==> src/inc/iad_regs.svh <==
// Address map, region bounds, bank layout and reset values of the indirect address decoder.
// Behaviour
// - Indirect port accesses location held in pointer.
// - Pointer at indirect port: read zero, no write.
// - Pointer is high byte joined to low byte.
// - 0x0000-0x0FFF addresses data memory absolutely.
// - 0x2000-0x29AF walks banked RAM blocks linearly.
// - Unimplemented locations read back as 0x00.
// - Linear region skips the common bytes.
// - High byte 0x70 maps EEPROM by low byte.
// - Writes to the EEPROM window are dropped.
// - EEPROM window reads take one extra cycle.
// - Pointer bit 15 selects flash word address.
// - Flash reads return only low eight bits.
// - Writes to the flash window are dropped.
// - Flash window accesses take one extra cycle.
`ifndef IAD_REGS_SVH
`define IAD_REGS_SVH

// ----------------------------------------------------------------------------
// Region bounds
// ----------------------------------------------------------------------------
`define IAD_TRAD_LAST 16'h0FFF
`define IAD_LIN_FIRST 16'h2000
`define IAD_LIN_LAST 16'h29AF
`define IAD_EE_HIGH 8'h70
`define IAD_FLASH_BIT 15

// ----------------------------------------------------------------------------
// Bank layout
// ----------------------------------------------------------------------------
`define IAD_PORT_OFS_LAST 7'h01
`define IAD_GPR_BLOCK 12'h0050
`define IAD_GPR_BASE 7'h20
`define IAD_BANK_SHIFT 7
`define IAD_GPR_BANKS 5'h0C
`define IAD_FLASH_WORDS 15'h2000

// ----------------------------------------------------------------------------
// Reset values
// ----------------------------------------------------------------------------
`define IAD_RDATA_RST 8'h00
`define IAD_ZERO_BYTE 8'h00

`endif

==> src/inc/iad_pkg.sv <==
// Types shared by the indirect address decoder modules.
package iad_pkg;

  typedef enum logic [1:0] {
    ST_IDLE,
    ST_ISSUE,
    ST_EXTRA,
    ST_CAPTURE
  } iad_state_t;

  typedef enum logic [1:0] {
    SRC_ZERO,
    SRC_RAM,
    SRC_EE,
    SRC_FLASH
  } iad_src_t;

  typedef struct packed {
    iad_state_t state;
    iad_src_t src;
    logic slow;
    logic [11:0] ram_addr;
    logic [7:0] ram_wdata;
    logic ram_rd;
    logic ram_wr;
    logic [7:0] ee_addr;
    logic ee_rd;
    logic [14:0] fl_addr;
    logic fl_rd;
    logic [7:0] rdata;
    logic done;
  } iad_core_t;

endpackage

==> src/logic/iad_lin_map.sv <==
// Maps a linear-region pointer onto the absolute address of a banked RAM byte.
`timescale 1ns/10ps
`default_nettype none
`include "iad_regs.svh"

module iad_lin_map (
  input wire logic [15:0] pointer,
  output logic [11:0] abs_addr,
  output logic [4:0] bank
);
  import iad_pkg::*;

  logic [11:0] lin;
  logic [11:0] quot;
  logic [11:0] rem;

  // Each bank contributes only its banked block; common bytes never appear.
  always_comb begin
    lin = 12'(pointer - `IAD_LIN_FIRST);
    quot = lin / `IAD_GPR_BLOCK;
    rem = 12'(lin - 12'(quot * `IAD_GPR_BLOCK));
    bank = quot[4:0];
    abs_addr = {quot[4:0], 7'(rem[6:0] + `IAD_GPR_BASE)};
  end

endmodule // iad_lin_map
`default_nettype wire

==> src/logic/iad_decoder.sv <==
// Indirect data port decoder: pointer region decode and memory access sequencing.
`timescale 1ns/10ps
`default_nettype none
`include "iad_regs.svh"

module iad_decoder (
  input wire logic clk,
  input wire logic rst,
  input wire logic req_valid,
  output logic req_ready,
  input wire logic req_write,
  input wire logic [7:0] pointer_high_byte,
  input wire logic [7:0] pointer_low_byte,
  input wire logic [7:0] req_wdata,
  output logic rsp_done,
  output logic [7:0] rsp_rdata,
  output logic [11:0] ram_addr,
  output logic ram_rd,
  output logic ram_wr,
  output logic [7:0] ram_wdata,
  input wire logic [7:0] ram_rdata,
  output logic [7:0] ee_addr,
  output logic ee_rd,
  input wire logic [7:0] ee_rdata,
  output logic [14:0] fl_addr,
  output logic fl_rd,
  input wire logic [13:0] fl_rdata
);
  import iad_pkg::*;

  // --------------------------------------------------------------------------
  // State
  // --------------------------------------------------------------------------
  iad_core_t core;
  iad_core_t next_core;

  logic [15:0] file_select_pointer;
  logic [11:0] lin_addr;
  logic [4:0] lin_bank;
  logic take;

  // Decode results for the pointer presented this cycle.
  iad_src_t dec_src;
  logic dec_slow;
  logic [11:0] dec_ram_addr;

  // --------------------------------------------------------------------------
  // Pointer assembly and linear mapping
  // --------------------------------------------------------------------------
  assign file_select_pointer = {pointer_high_byte, pointer_low_byte};

  iad_lin_map u_lin_map (
    .pointer(file_select_pointer),
    .abs_addr(lin_addr),
    .bank(lin_bank)
  );

  assign req_ready = (core.state == ST_IDLE);
  assign take = req_valid && req_ready;

  // --------------------------------------------------------------------------
  // Region decode
  // --------------------------------------------------------------------------
  // The flash bit is tested first because it covers the whole upper half.
  always_comb begin
    dec_src = SRC_ZERO;
    dec_slow = 1'b0;
    dec_ram_addr = 12'h0000;
    if (file_select_pointer[`IAD_FLASH_BIT]) begin
      // Flash accesses cost an extra cycle whether read or write.
      dec_slow = 1'b1;
      if (file_select_pointer[14:0] < `IAD_FLASH_WORDS) begin
        dec_src = SRC_FLASH;
      end else begin
        dec_src = SRC_ZERO;
      end
    end else if (pointer_high_byte == `IAD_EE_HIGH) begin
      dec_src = SRC_EE;
      dec_slow = !req_write;
    end else if (file_select_pointer <= `IAD_TRAD_LAST) begin
      dec_ram_addr = file_select_pointer[11:0];
      if (file_select_pointer[6:0] <= `IAD_PORT_OFS_LAST) begin
        dec_src = SRC_ZERO;
      end else begin
        dec_src = SRC_RAM;
      end
    end else if ((file_select_pointer >= `IAD_LIN_FIRST) &&
                 (file_select_pointer <= `IAD_LIN_LAST)) begin
      dec_ram_addr = lin_addr;
      if (lin_bank < `IAD_GPR_BANKS) begin
        dec_src = SRC_RAM;
      end else begin
        dec_src = SRC_ZERO;
      end
    end else begin
      dec_src = SRC_ZERO;
    end
  end

  // --------------------------------------------------------------------------
  // Access sequencer
  // --------------------------------------------------------------------------
  // Strobes last exactly the ISSUE cycle; memories answer on the next cycle
  // and hold their read data until their next strobe.
  always_comb begin
    next_core = core;
    next_core.ram_rd = 1'b0;
    next_core.ram_wr = 1'b0;
    next_core.ee_rd = 1'b0;
    next_core.fl_rd = 1'b0;
    next_core.done = 1'b0;
    case (core.state)
      ST_IDLE: begin
        if (take) begin
          next_core.state = ST_ISSUE;
          next_core.src = dec_src;
          next_core.slow = dec_slow;
          next_core.ram_addr = dec_ram_addr;
          next_core.ram_wdata = req_wdata;
          next_core.ee_addr = pointer_low_byte;
          next_core.fl_addr = file_select_pointer[14:0];
          // Only RAM ever sees a write; the port itself holds nothing.
          next_core.ram_wr = req_write && (dec_src == SRC_RAM);
          next_core.ram_rd = !req_write && (dec_src == SRC_RAM);
          // Nonvolatile windows are read only; writes issue no strobe.
          next_core.ee_rd = !req_write && (dec_src == SRC_EE);
          next_core.fl_rd = !req_write && (dec_src == SRC_FLASH);
        end
      end
      ST_ISSUE: begin
        if (core.slow) begin
          next_core.state = ST_EXTRA;
        end else begin
          next_core.state = ST_CAPTURE;
        end
      end
      ST_EXTRA: begin
        next_core.state = ST_CAPTURE;
      end
      ST_CAPTURE: begin
        next_core.state = ST_IDLE;
        next_core.done = 1'b1;
        case (core.src)
          SRC_RAM: begin
            next_core.rdata = ram_rdata;
          end
          SRC_EE: begin
            next_core.rdata = ee_rdata;
          end
          SRC_FLASH: begin
            next_core.rdata = fl_rdata[7:0];
          end
          default: begin
            next_core.rdata = `IAD_ZERO_BYTE;
          end
        endcase
      end
      default: begin
        next_core.state = ST_IDLE;
      end
    endcase
  end

  always_ff @(posedge clk) begin
    if (rst) begin
      core <= '0;
      core.state <= ST_IDLE;
      core.src <= SRC_ZERO;
      core.rdata <= `IAD_RDATA_RST;
    end else begin
      core <= next_core;
    end
  end

  // --------------------------------------------------------------------------
  // Outputs
  // --------------------------------------------------------------------------
  assign rsp_done = core.done;
  assign rsp_rdata = core.rdata;
  assign ram_addr = core.ram_addr;
  assign ram_rd = core.ram_rd;
  assign ram_wr = core.ram_wr;
  assign ram_wdata = core.ram_wdata;
  assign ee_addr = core.ee_addr;
  assign ee_rd = core.ee_rd;
  assign fl_addr = core.fl_addr;
  assign fl_rd = core.fl_rd;

endmodule // iad_decoder
`default_nettype wire

==> config.mk <==
export PLATFORM = sky130hd
export DESIGN_NAME = iad_decoder
export DESIGN_NICKNAME = d
export VERILOG_FILES = /design/src/inc/iad_pkg.sv /design/src/logic/iad_lin_map.sv /design/src/logic/iad_decoder.sv
export VERILOG_INCLUDE_DIRS = /design/src /design/src/inc
export SDC_FILE = /design/constraint.sdc
export NUM_CORES = 1
export LEC_CHECK = 0
export BUFFER_PORTS_ARGS = -buffer_cell sky130_fd_sc_hd__buf_4
export CORE_UTILIZATION = 47
export DETAILED_ROUTE_END_ITERATION = 12
export PLACE_DENSITY = 0.76
export SLEW_MARGIN = 20
export SYNTH_ARGS = -nofsm -noshare
export SYNTH_HDL_FRONTEND = slang
export SYNTH_SLANG_ARGS = --single-unit
==> constraint.sdc <==
create_clock -name clk -period 6 [get_ports clk]
set_input_delay 1.5 -clock clk [delete_from_list [all_inputs] [get_ports clk]]
set_output_delay 1.5 -clock clk [all_outputs]
set_load 0.1 [all_outputs]
# Word level (Yosys, flattened, before mapping)

Cells that the tools add are included.

Bits in latches: 0
Register bits after elaboration: 61
Memory bits (read-only): 0
Input bits: 58
Output and inout bits: 57
Memory bits (writable): 0
Memories: 0

Shifts and indexed selects: 0
Magnitude comparators: 6
Bitwise logic cells: 2
Reductions and logical operators: 10
Multiplexer cells: 18
Div/mod/pow operators: 1
Eq/ne operators: 11
Add/sub/neg operators: 3
Multipliers: 1

Operators with widths:

| cell                  | number |
|---|---|
| $mux 52               | 1 |
| $mux 12               | 4 |
| $pmux 8 s3            | 1 |
| $ge 16x14->1 const B  | 1 |
| $le 16x12->1 const B  | 1 |
| $le 16x14->1 const B  | 1 |
| $lt 15x14->1 const B  | 1 |
| $div 12x7->12 const B | 1 |
| $eq 2x2->1 const B    | 6 |
| $mul 12x3->3 const B  | 1 |
| $sub 12x1->12 const B | 1 |
| $mux 2                | 5 |
| $eq 8x7->1 const B    | 1 |
| $pmux 2 s4            | 1 |
| $add 7x6->7 const B   | 1 |
| $le 7x1->1 const B    | 1 |
| $sub 7x7->7           | 1 |
| $eq 2x1->1 const B    | 3 |
| $logic_and 1x1->1     | 6 |
| $mux 1                | 6 |
| $lt 5x4->1 const B    | 1 |
| $reduce_or 3->1       | 1 |
| $logic_not 2->1       | 1 |
| $ne 2x1->1 const B    | 1 |
| other kinds (3)       | 4 |

# Logic depth before layout (Yosys ltp)

Depth in word-level cells: 12
Depth in mapped cells: 20
Depth with buffers taken out: 20

# Hierarchy

A second synthesis with hierarchy kept.

Cells, all modules: 460
Area, all modules: 3746.1 um2

By module, submodules not included:

| module      | instances | cells each | area an instance (um2) | seq. area each (um2) |
|---|---|---|---|---|
| iad_decoder | 1         | 297        | 2628.8                 | 1061.0 |
| iad_lin_map | 1         | 163        | 1117.3                 | 0.0 |

# Least setup slack after synthesis

OpenSTA, ideal clock, no wires.

Kind: input port to flip-flop
Start: in pointer_low_byte[2]
End: reg core, in the netlist ram_addr[6]
Arrival time: 5599 ps
Slack: 263 ps
Stages on the path: 20
Buffers on the path: 0
Required time: 5862 ps
Path through: inv_1 > ha_1 > nand2b_1 > or4_1 > xnor2_1 > o311ai_0 > o32ai_1 > a22oi_1 > a211oi_1 > or2_2 > ha_1 > ha_1 > inv_1 > o21bai_1 > a21oi_1 > xnor2_1 > or3_1 > o211ai_1 > nand2b_1 > o221ai_1

Word-level cells in the longest chain between the ends: 9

Ends and longest elaborated chain:

| element                        | line               | text |
|---|---|---|
| start, declared                | iad_decoder.sv:13  | `input wire logic [7:0] pointer_low_byte,` |
| $sub 12x1->12 (no source line) | --                 |  |
| $div 12x7->12 (no source line) | --                 |  |
| $mul 12x3->3 (no source line)  | --                 |  |
| $sub 7x7->7                    | iad_lin_map.sv:21  | `` rem = 12'(lin - 12'(quot * `IAD_GPR_BLOCK)); `` |
| $add 7x6->7 (no source line)   | --                 |  |
| $mux 12                        | iad_decoder.sv:87  | `` end else if ((file_select_pointer >= `IAD_LIN_FIRST) && `` |
| $mux 12 (*)                    | iad_decoder.sv:80  | `` end else if (file_select_pointer <= `IAD_TRAD_LAST) begin `` |
| $mux 12 (*)                    | iad_decoder.sv:77  | `` end else if (pointer_high_byte == `IAD_EE_HIGH) begin `` |
| $mux 12 (*)                    | iad_decoder.sv:69  | `` if (file_select_pointer[`IAD_FLASH_BIT]) begin `` |
| end signal, assigned           | iad_decoder.sv:171 | `core <= next_core;` |
| end, declared                  | iad_decoder.sv:34  | `iad_core_t core;` |

Mark *: on every way between the ends. The rest lies on a longest branch, timed or not.
A chain may end at the register's enable or synchronous reset.

# Worst setup path after layout

Same ends and word-level chain as after synthesis.

==> impl_results.md <==
- Status: finished, final reports clean
- # diodes: 0
- Clk sinks: 53
- Hold depth: 2
- Power Dens Cells: roughly 360 nW/um^2
- Dpl hpwl: 7580 microns
- Syn avg cell area: 7.62 sq um
- Yosys top cell by area: dfxtp_1
- Async set or reset register ratio after synthesis: 0%
- I/O Buffers: about 110
- RePlAce Congestion: 0.910
- CTS Buf Count: 5
- DRC errors left: 0
- FF-to-FF path depth: 8
- Global-route wire length before repair: roughly 17,000 microns
- Max Cap Viol: 0
- GRT Overall Usage: between 20% and 30%
- Avg Vias per Cell: around 5.6
- DRT Wirelength: between 10,000 and 15,000 microns
- Hold Crit Class: flip-flop to flip-flop
- Min-Delay Endpoint: ram_wdata[7]
- Final core occ: about three fifths
- Io pins: approximately 120
- Most common cell in the synthesized netlist: nand2_1
- Setup violations, final: 0
- CTS tree: done
- Fmax achieved: roughly 170 MHz
- Area grow syn2layout: 23.1%
- Tmin final: 5.75 ns
- Row Count: 32
- Total core area: roughly 7800 sq um
- Die area: around 8400 sq um
- Gr ovfl total: 0
- Kind of critical path: input port to flip-flop
- Crit path capture type: flip-flop
- Critical Path Start Type: input port
- Synth area leaders: dfxtp_1, buf_4, nand2_1
- Mapped Area: approximately 3800 sq um
- Tcrit/Tclk final: between 90% and 100%
- Vias in the first global route: ~3,500
- Die width: between 90 and 100 microns
- R2R setup slack: around 3.4 ns
- Yosys Warn Count: 0
- Post-synth top flop: dfxtp_1
- Vert. Die Dim: slightly above 90 microns
- Clk root buf: clkbuf_8
- Number of synthesized register bits: 53
- Register area share after synthesis: roughly 28%
- Final net count: roughly 630
- Hold buffer count at cts: 0
- Relative slew margins: a little over a third
- Commonest cells in the netlist: nand2_1, dfxtp_1, buf_4
- H-tree Lvls: 2
- Final hold violation count: 0
- Wire per inst: between 15 and 20 microns
- DR pass1 iterations: 4
- Fin area: about 4700 sq um
- Worst-Skew Late Latency: between 0.3 and 0.4 ns
- Critical Path RT: about 6.2 ns
- Worst-path clk slew: about 0.1 ns
- Layout cell share with drive strength beyond 1: 31.6%
- Clock skew: about 0.0094 ns
- Synth top area share: between 20 and 30%
- Slew @ Worst Pin: 0.970 ns
- Post-synthesis instance total: ~500
- Post-Syn Nets: about 570
- CP arrival: slightly below 6 ns
- Reg2Reg Capture Point: ram_addr[6]
- Initial DRC count: between 200 and 300
- Initial Utilization: between 40% and 50%
- Distinct cell type count of the synthesized netlist: 63
- Worst vdd ir: 0.278 mV
- Antenna violations before repair: 0
- Crit path max fanout: 6
- Final Max Tran Viols: 0
- Post-synth EDFFs: 0
- Largest net degree at the start of global routing: between 50 and 60
- Leakage power: between 1.5 and 2 nW
- R2R Path Start: core[60]
- Cell Area, Placed: roughly 4400 sq um
- Hold Path Origin: ram_wdata[7]
- Final Total Pwr: about 1.7 mW
- Clock Path Buffers: 2
- Antenna Violating Nets Remaining: 0
- Via Count: roughly 3,700
power breakdown:
group | internal [mW] | leakage, nW | switching [mW]
Combinational | 0.256 | 1.44 | 0.678
Sequential | 0.408 | 0.432 | 0.0457
Clock | 0.168 | 0.0687 | 0.122
routing by layer:
| metal | global-route usage (%) | wire length (microns) | vias to the layer above |
|---|---|---|---|
| li1 | - | - | 1855 |
| met1 | 31.7 | 4490 | 1705 |
| met2 | 41.8 | 5030 | 130 |
| met3 | 3.90 | 627 | 15 |
| met4 | 6.51 | 173 | 0 |
| met5 | 0 | 0 | - |
state kept, by name, indices dropped and copies added (netlist names):
name	flops
ram_addr	12
ram_wr	1
ram_wdata	8
ee_addr	7
fl_addr	8
rsp_done	1
rsp_rdata	8
ram_rd	1
ee_rd	1
fl_rd	1
core	5
worst max-delay path: stages:
cell	delay (ns)
buf_4	0.10
clkinvlp_4	0.15
ha_4	0.22
or3b_4	0.41
or4_4	0.51
o311a_4	0.14
o2111a_1	0.25
a211o_1	0.27
o21a_1	0.19
a211oi_2	0.22
or2_4	0.17
ha_1	0.25
ha_4	0.28
inv_1	0.04
o21bai_1	0.13
a21oi_1	0.10
xnor2_1	0.14
or3_1	0.31
o211ai_1	0.25
nand2b_1	0.15
o221ai_1	0.13
timing repair:
action,4_1_cts,5_1_grt
endpoints found under the setup margin,0,1
endpoints found under the hold margin,0,0
buffers inserted,0,3
gates resized for setup,0,11
placed cells by master (no fill, tap or decap), types with 3 or more instances in the layout:
master / n
nor2_1: 38
and2_1: 5
dfxtp_1: 53
inv_1: 11
nor2b_1: 4
xnor2_1: 6
a21oi_1: 41
nor4_1: 5
a22oi_1: 22
ha_1: 10
nand2b_1: 10
o31ai_1: 3
ha_4: 3
nor3b_1: 3
a311oi_1: 5
o211ai_1: 4
nor3_1: 6
a211oi_1: 11
o21bai_1: 5
nand2_1: 66
or3_1: 5
mux2_2: 8
a31oi_1: 5
o21ai_0: 22
o32ai_1: 3
buf_4: 145
xor2_1: 4
o21a_1: 3
clkbuf_8: 5
layout make-up:
cell class	count	area (sq um)
Sequential cell	53	1060
Fill cell	738	3100
Clock inverter	3	68.8
Tap cell	102	128
Multi-Input combinational cell	344	2200
Clock buffer	5	68.8
Inverter	13	52.6
Timing Repair Buffer	145	1090
how the worst max path moves through the flow:
| stage | from | cells past startpoint | to | slack (ns) |
|---|---|---|---|---|
| 6_report | pointer_low_byte[2] | 21 | ram_addr[6] | 0.25 |
| 5_1_grt | pointer_low_byte[2] | 21 | ram_addr[6] | -0.003 |
| 4_1_cts | pointer_low_byte[2] | 21 | ram_addr[6] | 0.12 |
| 3_5_place_dp | pointer_low_byte[2] | 21 | ram_addr[6] | -0.14 |
| 3_3_place_gp | pointer_low_byte[2] | 21 | ram_addr[6] | -0.07 |
| 2_1_floorplan | pointer_low_byte[2] | 20 | ram_addr[6] | 0.26 |
cells by family (layout without fill, tap and decap cells):
logic type,after synthesis,after routing,synth area share [%]
and+or+nand+nor,161,161,20.3
AOI/OAI and AO/OA,151,151,26.7
buffers and inverters,101,166,15.7
DFF,53,53,28.0
adders and majority gates,13,13,4.29
xor gates and xnor gates,10,10,2.31
muxes,9,9,2.64
through the flow:
step                hold WS, ns  cells  TNS (ns)  setup slack, ns
finish                    0.463    665         0            0.253
global route              0.485    665  -0.00307         -0.00307
CTS                       0.464    662         0            0.122
detailed placement        0.450    654    -0.145           -0.145
global placement          0.443    654   -0.0710          -0.0710
floorplan                 0.432    498         0            0.263
No activity file was read; power rests on OpenSTA's default activity.
